$ cat src/common/eeprom_host_defs.vh
`ifndef EEPROM_HOST_DEFS_VH
`define EEPROM_HOST_DEFS_VH

// Clock period in picoseconds (40 MHz)
`define CLK_PERIOD_PS 25000
// Timing figures in nanoseconds
`define T_SETUP_NS 10
`define T_WRITE_PULSE_NS 150
`define T_ACCESS_NS 300
`define T_RELEASE_NS 100
`define T_RECOVERY_NS 50
// Write cycle time, slow variant, in microseconds
`define T_WRITE_MAX_US 10000
// Power-up lockout, slow variant, in microseconds
`define T_LOCKOUT_US 9000

// Cycle counts: least times round up, in whole cycles
`define N_SETUP ((`T_SETUP_NS*1000+`CLK_PERIOD_PS-1)/`CLK_PERIOD_PS)
`define N_WRITE_PULSE ((`T_WRITE_PULSE_NS*1000+`CLK_PERIOD_PS-1)/`CLK_PERIOD_PS)
`define N_ACCESS ((`T_ACCESS_NS*1000+`CLK_PERIOD_PS-1)/`CLK_PERIOD_PS)
`define N_RELEASE ((`T_RELEASE_NS*1000+`CLK_PERIOD_PS-1)/`CLK_PERIOD_PS)
`define N_RECOVERY ((`T_RECOVERY_NS*1000+`CLK_PERIOD_PS-1)/`CLK_PERIOD_PS)
// Long counts work in nanoseconds so the products stay within 32 bits
`define N_WRITE_MAX ((`T_WRITE_MAX_US*1000)/(`CLK_PERIOD_PS/1000))
`define N_LOCKOUT ((`T_LOCKOUT_US*1000)/(`CLK_PERIOD_PS/1000))

// Widths
`define ADDR_W 13
`define DATA_W 8
`define CNT_W 20

`endif

$ cat src/hw/eeprom_host.v
// Functional notes
// Device drives stored byte when strobe high, select and output enable low.
// Device floats data when output enable or select high; read ends.
// Write requested only with output enable high, select and strobe low.
// Device latches address on the later falling edge of select/strobe.
// Device latches data on the earlier rising edge of select/strobe.
// Self-timed write completes within 10 ms or 2 ms.
// Device erases old byte then programs new byte automatically.
// Select high means standby with data floating.
// Device refuses writes below 3.5 volt supply.
// Device blocks writes 9 ms or 2 ms after power-up; reads allowed.
// Host raises strobe or select during the power-up lockout.
// Output enable low, strobe high or select high each inhibit writes.
// Read during write returns inverted top bit of written byte.
// Lower seven bits undefined while polling; true bit after completion.
// Host polls location until top bit matches the written value.
// Ready/busy low during a write, high otherwise.
// Ready/busy is open drain, only pulls low.
// Host waits 50 ns after ready returns high before next strobe.
// Host starts no new write until completion is detected.
`timescale 1ns/1ps
`include "eeprom_host_defs.vh"

module eeprom_host #(
  parameter WRITE_MAX_CYCLES = `N_WRITE_MAX,
  parameter LOCKOUT_CYCLES = `N_LOCKOUT
) (
  // Clock and reset
  input wire sys_clk,
  input wire rst_b,
  // User request port
  input wire req_valid,
  input wire req_write,
  input wire [`ADDR_W-1:0] req_addr,
  input wire [`DATA_W-1:0] req_wdata,
  output reg req_ready,
  output reg rsp_valid,
  output reg [`DATA_W-1:0] rsp_rdata,
  output reg rsp_timeout,
  // Device pins
  output reg chip_select_n,
  output reg output_enable_n,
  output reg write_strobe_n,
  output reg [`ADDR_W-1:0] address_pins,
  input wire [`DATA_W-1:0] data_pins_in,
  output reg [`DATA_W-1:0] data_pins_out,
  output reg data_pins_oe,
  input wire ready_busy_n
);

  // ==========================================================
  // States
  localparam [7:0] S_LOCK = 8'h01;
  localparam [7:0] S_IDLE = 8'h02;
  localparam [7:0] S_RD = 8'h04;
  localparam [7:0] S_RDEND = 8'h08;
  localparam [7:0] S_WSET = 8'h10;
  localparam [7:0] S_WPULSE = 8'h20;
  localparam [7:0] S_POLL = 8'h40;
  localparam [7:0] S_RECOV = 8'h80;

  // Cycle counts, cut to the counter width
  localparam integer I_SETUP = `N_SETUP;
  localparam integer I_PULSE = `N_WRITE_PULSE;
  localparam integer I_ACCESS = `N_ACCESS;
  localparam integer I_RELEASE = `N_RELEASE;
  localparam integer I_RECOV = `N_RECOVERY;
  localparam integer I_WMAX = WRITE_MAX_CYCLES;
  localparam integer I_LOCK = LOCKOUT_CYCLES;
  localparam [`CNT_W-1:0] C_SETUP = I_SETUP[`CNT_W-1:0];
  localparam [`CNT_W-1:0] C_PULSE = I_PULSE[`CNT_W-1:0];
  localparam [`CNT_W-1:0] C_ACCESS = I_ACCESS[`CNT_W-1:0];
  localparam [`CNT_W-1:0] C_RELEASE = I_RELEASE[`CNT_W-1:0];
  localparam [`CNT_W-1:0] C_RECOV = I_RECOV[`CNT_W-1:0];
  localparam [`CNT_W-1:0] C_WMAX = I_WMAX[`CNT_W-1:0];
  localparam [`CNT_W-1:0] C_LOCK = I_LOCK[`CNT_W-1:0];

  reg [7:0] state;
  reg [`CNT_W-1:0] cnt;
  reg [`CNT_W-1:0] wtime;
  reg [`DATA_W-1:0] wbyte;
  reg rd_is_poll;

  // ==========================================================
  // Controller
  always @(posedge sys_clk or negedge rst_b) begin
    if (!rst_b) begin
      state <= S_LOCK;
      cnt <= {`CNT_W{1'b0}};
      wtime <= {`CNT_W{1'b0}};
      wbyte <= 8'h00;
      rd_is_poll <= 1'b0;
      req_ready <= 1'b0;
      rsp_valid <= 1'b0;
      rsp_rdata <= 8'h00;
      rsp_timeout <= 1'b0;
      chip_select_n <= 1'b1;
      output_enable_n <= 1'b1;
      write_strobe_n <= 1'b1;
      address_pins <= 13'h0000;
      data_pins_out <= 8'h00;
      data_pins_oe <= 1'b0;
    end else begin
      rsp_valid <= 1'b0;
      rsp_timeout <= 1'b0;
      case (state)
        S_LOCK: begin
          // Hold strobe and select high through device lockout
          if (cnt >= C_LOCK) begin
            cnt <= {`CNT_W{1'b0}};
            req_ready <= 1'b1;
            state <= S_IDLE;
          end else begin
            cnt <= cnt + 20'h00001;
          end
        end
        S_IDLE: begin
          if (req_valid) begin
            req_ready <= 1'b0;
            address_pins <= req_addr;
            cnt <= {`CNT_W{1'b0}};
            chip_select_n <= 1'b0;
            if (req_write) begin
              wbyte <= req_wdata;
              data_pins_out <= req_wdata;
              data_pins_oe <= 1'b1;
              output_enable_n <= 1'b1;
              state <= S_WSET;
            end else begin
              rd_is_poll <= 1'b0;
              output_enable_n <= 1'b0;
              state <= S_RD;
            end
          end
        end
        S_RD: begin
          if (cnt >= C_ACCESS) begin
            cnt <= {`CNT_W{1'b0}};
            chip_select_n <= 1'b1;
            output_enable_n <= 1'b1;
            if (rd_is_poll) begin
              // Only top bit is meaningful while polling
              if ((data_pins_in[7] == wbyte[7]) || (wtime >= C_WMAX)) begin
                rsp_timeout <= (data_pins_in[7] != wbyte[7]);
                rsp_valid <= 1'b1;
                rsp_rdata <= wbyte;
                state <= S_RECOV;
              end else begin
                state <= S_POLL;
              end
            end else begin
              rsp_valid <= 1'b1;
              rsp_rdata <= data_pins_in;
              state <= S_RDEND;
            end
          end else begin
            cnt <= cnt + 20'h00001;
          end
          if (rd_is_poll) begin
            wtime <= wtime + 20'h00001;
          end
        end
        S_RDEND: begin
          // Let the device release the bus before next access
          if (cnt >= C_RELEASE) begin
            cnt <= {`CNT_W{1'b0}};
            req_ready <= 1'b1;
            state <= S_IDLE;
          end else begin
            cnt <= cnt + 20'h00001;
          end
        end
        S_WSET: begin
          // Address settles, then strobe falls and latches it
          if (cnt >= C_SETUP) begin
            cnt <= {`CNT_W{1'b0}};
            write_strobe_n <= 1'b0;
            state <= S_WPULSE;
          end else begin
            cnt <= cnt + 20'h00001;
          end
        end
        S_WPULSE: begin
          // Strobe and select rise together, latching data
          if (cnt >= C_PULSE) begin
            cnt <= {`CNT_W{1'b0}};
            write_strobe_n <= 1'b1;
            chip_select_n <= 1'b1;
            data_pins_oe <= 1'b0;
            wtime <= {`CNT_W{1'b0}};
            state <= S_POLL;
          end else begin
            cnt <= cnt + 20'h00001;
          end
        end
        S_POLL: begin
          // Completion by ready line, by poll read, or by timeout
          wtime <= wtime + 20'h00001;
          if (ready_busy_n && (wtime >= C_RELEASE)) begin
            rsp_valid <= 1'b1;
            rsp_rdata <= wbyte;
            cnt <= {`CNT_W{1'b0}};
            state <= S_RECOV;
          end else if (wtime >= C_WMAX) begin
            rsp_valid <= 1'b1;
            rsp_timeout <= 1'b1;
            rsp_rdata <= wbyte;
            cnt <= {`CNT_W{1'b0}};
            state <= S_RECOV;
          end else if (cnt >= C_RELEASE) begin
            cnt <= {`CNT_W{1'b0}};
            rd_is_poll <= 1'b1;
            chip_select_n <= 1'b0;
            output_enable_n <= 1'b0;
            state <= S_RD;
          end else begin
            cnt <= cnt + 20'h00001;
          end
        end
        S_RECOV: begin
          // Recovery gap after ready before another strobe
          rd_is_poll <= 1'b0;
          if (!ready_busy_n) begin
            cnt <= {`CNT_W{1'b0}};
          end else if (cnt >= C_RECOV) begin
            cnt <= {`CNT_W{1'b0}};
            req_ready <= 1'b1;
            state <= S_IDLE;
          end else begin
            cnt <= cnt + 20'h00001;
          end
        end
        default: begin
          state <= S_LOCK;
          cnt <= {`CNT_W{1'b0}};
          chip_select_n <= 1'b1;
          output_enable_n <= 1'b1;
          write_strobe_n <= 1'b1;
          data_pins_oe <= 1'b0;
          req_ready <= 1'b0;
        end
      endcase
    end
  end

endmodule

$ cat config.mk
export PLATFORM = sky130hd
export DESIGN_NAME = eeprom_host
export DESIGN_NICKNAME = d
export VERILOG_FILES = /design/src/hw/eeprom_host.v
export VERILOG_INCLUDE_DIRS = /design/src /design/src/common
export SDC_FILE = /design/constraint.sdc
export NUM_CORES = 1
export LEC_CHECK = 0
export BUFFER_PORTS_ARGS = -buffer_cell sky130_fd_sc_hd__buf_2
export CAP_MARGIN = 20
export CORE_UTILIZATION = 57
export DETAILED_ROUTE_END_ITERATION = 7
export GPL_ROUTABILITY_DRIVEN = 0
export PLACE_DENSITY = 0.8
export SETUP_SLACK_MARGIN = 0.02
export SYNTH_ARGS = -nofsm -noshare
export SYNTH_HDL_FRONTEND = slang
export SYNTH_SLANG_ARGS = --single-unit
$ cat constraint.sdc
create_clock -name sys_clk -period 2.95 [get_ports sys_clk]
set_clock_uncertainty 0.05 [all_clocks]
set_input_delay 0.295 -clock sys_clk [delete_from_list [all_inputs] [get_ports sys_clk]]
set_output_delay 0.295 -clock sys_clk [all_outputs]
set_load 0.01 [all_outputs]
==> flow_summary.toml, run 1 <==
[run_status]
outcome = "completed"

[timing]
holdWs_ns = 0.110
hold_viol_final = 0
setup_violations = 0
timing.final.ws_setup_ns = 0.205
relSlewSlack = 0.533
period_minus_slack_ns = 2.74
rsz0062_at_grt = "no"
fmax_mhz = 364
fin_crit_sh = 0.930
slew_violations = 0
worst_pin_slew_ns = 0.691
tns_ns = 0

[critical_path]
worstReg2RegEnd = "wtime[2]$_DFFE_PN0P_"
slowest_delay_ns = 0.84
regToRegStartpoint = "cnt[9]$_DFFE_PN0N_"
cp_data_arrival_time_ns = 2.95
cp-end-kind = "flip-flop"
criticalPathCategory = "reg2reg"
worstSetupStartpointType = "flip-flop"
cpMaxStageDelayCell = "or4b_1"
required_ns = 3.16
crit_chain = "nor4_1, nand2_1, or4b_1, nand3_1, xor2_1, nor2_1"
reg2reg_slack_ns = 0.21
worst-path-max-fanout = 15
reg2reg_depth = 6

[finish]
final_nets = 569
layout-drive-gt1-share = 0.288
area_growth_pct = 14.9
insertedDiodeCount = 0
stdcell_count = 637

[pwr]
seqPwrFrac = 0.561
p_sw_mw = 0.488
p_clk_frac = 0.405
ir_drop_mv = 0.212
swShare = 0.234
combPwrFrac = 0.033
p_per_area_nw_per_um2 = 392
power.leakage_nw = 2.56
cell_internal_pwr_mw = 1.60

[place]
dp.cells = 620
place_ws_ns = 0.262
place.detailed.hpwl_mm = 8.06
numPortBuffers = 69

[worst_hold_path]
min_from = "req_addr[12]"
min_to = "address_pins[12]$_DFFE_PN0P_"
hold_depth = 2
hold_path.class = "in2reg"

[synth]
synth_seq_cells = 85
yosys.area_share.simple = 0.239
synthAdderAreaFrac = 0.0135
syn-instance-count = 454
synth_area_um2 = 4640
syn_nets = 493
synth-edff-count = 0
yosysWarnings = 0
synth_xor_area_frac = 0.0321
async_flop_share = 1.00
postSynthAreaPerCell_um2 = 10.2
synth_top_flop_cell = "dfrtp_1"
muxShareOfSynthArea = 0.0923
synth_top_family_by_area = "simple AND/OR/NAND/NOR gates"
synth_compound_area_frac = 0.134
ys_seq_area_frac = 0.460
synth_cell_types = 62

[floorplan]
dieWidth_um = 92.2
start_util = 0.594
fp-row-count = 32
io_pins = 70
die_h_um = 92.2
core_um2 = 7810
fp.dieArea_um2 = 8500

[clocking]
cts_tree = "done"
clk_pin_slew_ns = 0.09
cts.sinks = 85
numCtsBuffers = 9
cts_max_level = 3
cts.path.max_buffers = 2
cts.repair.resized = 0
cts_root_buffer = "clkbuf_8"
clk_latency_ns = 0.36

[drt]
num_vias = 3983
viasPerCell = 6.25
drt_iter0_drc = 303
wl_mm = 10.9
ant_nets = 0
drc = 0
routedWlPerCell_um = 17.2
first_pass_iters = 6

[global_route]
grt_overflow_total = 0
grt_start_max_net_pins = 35
grtUsageTotal = 0.269
grt_pass1_vias = 3829
antenna_found_initial = 0
grt_pass1_wl_mm = 18.0

[job]
drv_cap = 0
==> how the worst max path moves through the flow <==
stage | start | slack [ns] | cells after the start | end
CTS | cnt[9]$_DFFE_PN0N_ | 0.26 | 6 | wtime[2]$_DFFE_PN0P_
global placement | cnt[9]$_DFFE_PN0N_ | 0.32 | 6 | wtime[2]$_DFFE_PN0P_
finish | cnt[9]$_DFFE_PN0N_ | 0.21 | 6 | wtime[2]$_DFFE_PN0P_
detailed placement | cnt[9]$_DFFE_PN0N_ | 0.26 | 6 | wtime[2]$_DFFE_PN0P_
floorplan | state[7]$_DFFE_PN0P_ | 0.66 | 8 | wtime[14]$_DFFE_PN0P_
global route | cnt[5]$_DFFE_PN0N_ | 0.04 | 6 | wtime[16]$_DFFE_PN0P_
==> worst max-delay path, delay by kind of cell (launching register included) <==
family / cells / cell delay [ns]
xor+xnor: 1 / 0.18
flops: 1 / 0.47
simple gates: 5 / 1.93
==> stage by stage <==
stage | total power, mW | util | instance area [um2]
2_1_floorplan | 1.21 | - | 4640
6_report | 2.09 | 0.683 | 5330
3_3_place_gp | 1.26 | 0.656 | 5120
4_1_cts | 2.11 | 0.683 | 5330
3_5_place_dp | 1.27 | 0.656 | 5120
5_1_grt | 2.16 | 0.683 | 5330
==> timing repair <==
action / 4_1_cts / 5_1_grt
setup buffers: 0 / 0
endpoints found under the hold margin: 32 / 0
hold buffers: 1 / 0
==> sequential cells by signal, indices dropped and copies added (netlist names), 8 cells and up <==
name          cells
cnt              20
rsp_rdata         8
wtime            20
address_pins     13
state             8
wbyte             8
==> routing by layer <==
layer	track usage	routed length, um	vias up
li1	-	-	1854
met1	0.360	4700	1949
met2	0.433	5420	153
met3	0.0456	549	27
met4	0.113	263	0
met5	0	0	-
==> Yosys cell counts (3+ instances only) <==
cell / n / area, um2
dfrtp_1: 81 / 2030
nor2_1: 41 / 154
nand2_1: 39 / 146
mux2_2: 38 / 428
nand3_1: 23 / 115
nand4_1: 19 / 119
o21ai_0: 15 / 75.1
xor2_1: 15 / 131
a31oi_1: 14 / 87.6
inv_1: 13 / 48.8
a21oi_1: 12 / 60.1
a221o_1: 11 / 110
and3_1: 11 / 68.8
clkbuf_1: 8 / 30.0
nor3_1: 8 / 40.0
and2_1: 7 / 43.8
buf_2: 7 / 35.0
nor4_1: 7 / 43.8
and4_1: 6 / 52.6
ha_1: 5 / 62.6
nor2b_1: 5 / 31.3
o32ai_1: 5 / 43.8
dfstp_2: 4 / 105
or4_1: 4 / 30.0
a22o_1: 3 / 26.3
nand4b_1: 3 / 26.3
o211ai_1: 3 / 22.5
o31ai_1: 3 / 22.5
or3_1: 3 / 18.8
==> cells in the final DEF (no fill, tap or decap), types with 13 or more instances in the layout <==
master	count
dfrtp_1	81
nand3_1	23
inv_1	13
nand4_1	19
xor2_1	15
buf_4	14
nand2_1	39
mux2_2	38
o21ai_0	15
buf_2	68
nor2_1	41
a31oi_1	14
==> power by group through the flow <==
stage | combinational (mW) | clock [mW] | sequential [mW]
6_report | 0.0698 | 0.845 | 1.17
4_1_cts | 0.0718 | 0.862 | 1.17
5_1_grt | 0.0788 | 0.911 | 1.17
3_3_place_gp | 0.0683 | 0 | 1.19
2_1_floorplan | 0.0119 | 0 | 1.20
3_5_place_dp | 0.0708 | 0 | 1.19
==> kinds of logic (layout without fill, tap and decap cells) <==
| kind of cell | count (synthesis) | in the layout |
|---|---|---|
| simple gates | 195 | 195 |
| mux | 38 | 38 |
| flops | 85 | 85 |
| xor+xnor | 17 | 17 |
| buf+inv | 31 | 112 |
| fa+ha+maj | 5 | 5 |
| compound gates | 83 | 83 |
==> layout make-up <==
type | instances | area, um2
clock inverter | 6 | 71.3
fill | 605 | 2480
clock buffer | 10 | 128
inverter | 13 | 48.8
tap | 102 | 128
sequential | 85 | 2130
timing repair buffer | 83 | 455
multi-input combinational | 338 | 2370
(Power assumes the default switching activity.)
==> run 2: changes to the inputs <==
- CORE_UTILIZATION: 57 -> 62
- PLACE_DENSITY: 0.8 -> 0.86
- clock period: 2.95 -> 3.2 ns (I/O delays scaled with it)
==> flow_summary.toml, run 2 (same netlist as run 1, synthesis figures left out) <==
[place]
postPlaceCellArea_um2 = 5060
dp.cells = 609
place.detailed.hpwl_mm = 7.76
numPortBuffers = 69

[clocking]
clk_latency_ns = 0.38
clk_pin_slew_ns = 0.10
post_cts_buffers = 0
cts_hold_buf = 0
cts.sinks = 85
cts_max_level = 3
cts.repair.resized = 0
cts_tree = "done"
cts_root_buffer = "clkbuf_8"
cts.path.max_buffers = 2
numCtsBuffers = 9

[floorplan]
fp.dieArea_um2 = 7830
start_util = 0.639
fp-row-count = 31
die_h_um = 88.5
io_pins = 70
dieWidth_um = 88.5
core_um2 = 7250

[drt]
wl_mm = 11.0
viasPerCell = 6.37
first_pass_iters = 5
routedWlPerCell_um = 17.6
drt_iter0_drc = 361
ant_nets = 0
num_vias = 3991
drc = 0

[finish]
final_util = 0.729
final_common_cell = "dfrtp_1"
most-common-layout-cells = "dfrtp_1 (81), buf_2 (68), nor2_1 (41), nand2_1 (39), mux2_2 (38)"
fin_area_um2 = 5290
area_growth_pct = 14.1
layout-drive-gt1-share = 0.280
reg_top3 = "cnt (20), wtime (20), address_pins (13)"
final_nets = 562
insertedDiodeCount = 0
stdcell_count = 627

[critical_path]
worstReg2RegEnd = "wtime[15]$_DFFE_PN0P_"
worstSetupStartpointType = "flip-flop"
startpoint = "state[7]$_DFFE_PN0P_"
required_ns = 3.44
criticalPathCategory = "reg2reg"
cp_num_buf_inv = 0
reg2reg_depth = 6
regToRegStartpoint = "state[7]$_DFFE_PN0P_"
cpMaxStageDelayCell = "or4b_1"
cp_data_arrival_time_ns = 3.07
path_depth = 6
crit_chain = "nor4_4, nand4b_2, or4b_1, nand3_1, o21ai_0, a21oi_1"
slowest_delay_ns = 0.82
cp-end-kind = "flip-flop"
worst-path-max-fanout = 15
reg2reg_slack_ns = 0.37
crit_family = "simple AND/OR/NAND/NOR gates"
endpoint = "wtime[15]$_DFFE_PN0P_"

[pwr]
combPwrFrac = 0.035
p_per_area_nw_per_um2 = 359
ir_drop_mv = 0.199
swShare = 0.252
seqPwrFrac = 0.568
p_clk_frac = 0.397
p_sw_mw = 0.480
power.leakage_nw = 2.53
cell_internal_pwr_mw = 1.42

[global_route]
grt_pass1_wl_mm = 17.0
grt_pass1_vias = 3635
antenna_found_initial = 0
grt_overflow_total = 0
grt_start_max_net_pins = 86
grtUsageTotal = 0.285

[timing]
fmax_mhz = 353
fin_crit_sh = 0.886
setup_violations = 0
tns_ns = 0
holdWs_ns = 0.114
slew_violations = 0
rsz0062_at_grt = "no"
hold_viol_final = 0
period_minus_slack_ns = 2.83
relSlewSlack = 0.497
worst_pin_slew_ns = 0.752

[job]
drv_cap = 0

[worst_hold_path]
hold_path.class = "in2reg"

[run_status]
outcome = "completed"
run 2: changes by cell type in the layout (fill, tap and decap cells not counted), sizes merged:
cell / delta
bufinv: -1
buf: -7
clkinv: +1
clkinvlp: +1
inv: -1
run 2: area by class of cell:
type	instances	area, um2
clock buffers	10	138
clock inverters	6	57.6
fillers	541	1960
multi-input cells	338	2370
inverters	13	48.8
well taps	99	124
flip-flops and latches	85	2130
repair buffers	76	423
run 2: power by group through the flow:
stage,clock [mW],combinational [mW],sequential [mW]
2_1_floorplan,0,0.0110,1.10
3_3_place_gp,0,0.0600,1.10
3_5_place_dp,0,0.0624,1.10
4_1_cts,0.749,0.0625,1.08
5_1_grt,0.802,0.0751,1.08
6_report,0.754,0.0669,1.08
run 2: worst min path at each step:
stage | from | slack (ns) | depth (start not counted) | endpoint
after floorplan | rst_b | -0.03 | 0 | address_pins[0]$_DFFE_PN0P_
after global placement | address_pins[9]$_DFFE_PN0P_ | 0.43 | 1 | address_pins[9]$_DFFE_PN0P_
after detailed placement | req_ready$_DFFE_PN0P_ | 0.42 | 1 | req_ready$_DFFE_PN0P_
after CTS | rst_b | 0.12 | 1 | wtime[7]$_DFFE_PN0P_
after global routing | req_wdata[0] | 0.12 | 2 | wbyte[0]$_DFFE_PN0P_
final | req_addr[4] | 0.11 | 2 | address_pins[4]$_DFFE_PN0P_
run 2: per-stage QoR:
| stage | worst slack (ns) | total power [mW] |
|---|---|---|
| after floorplan | 0.911 | 1.11 |
| after global routing | 0.167 | 1.96 |
| after detailed placement | 0.443 | 1.16 |
| final | 0.366 | 1.90 |
| after global placement | 0.561 | 1.16 |
| after CTS | 0.416 | 1.89 |
run 2: routing by layer:
metal,wire length [um],GRT usage,vias up,share of wire
li1,-,-,1846,-
met1,4620,0.372,1933,0.42
met2,5460,0.469,184,0.50
met3,688,0.0532,28,0.062
met4,239,0.117,0,0.022
met5,0,0,-,0
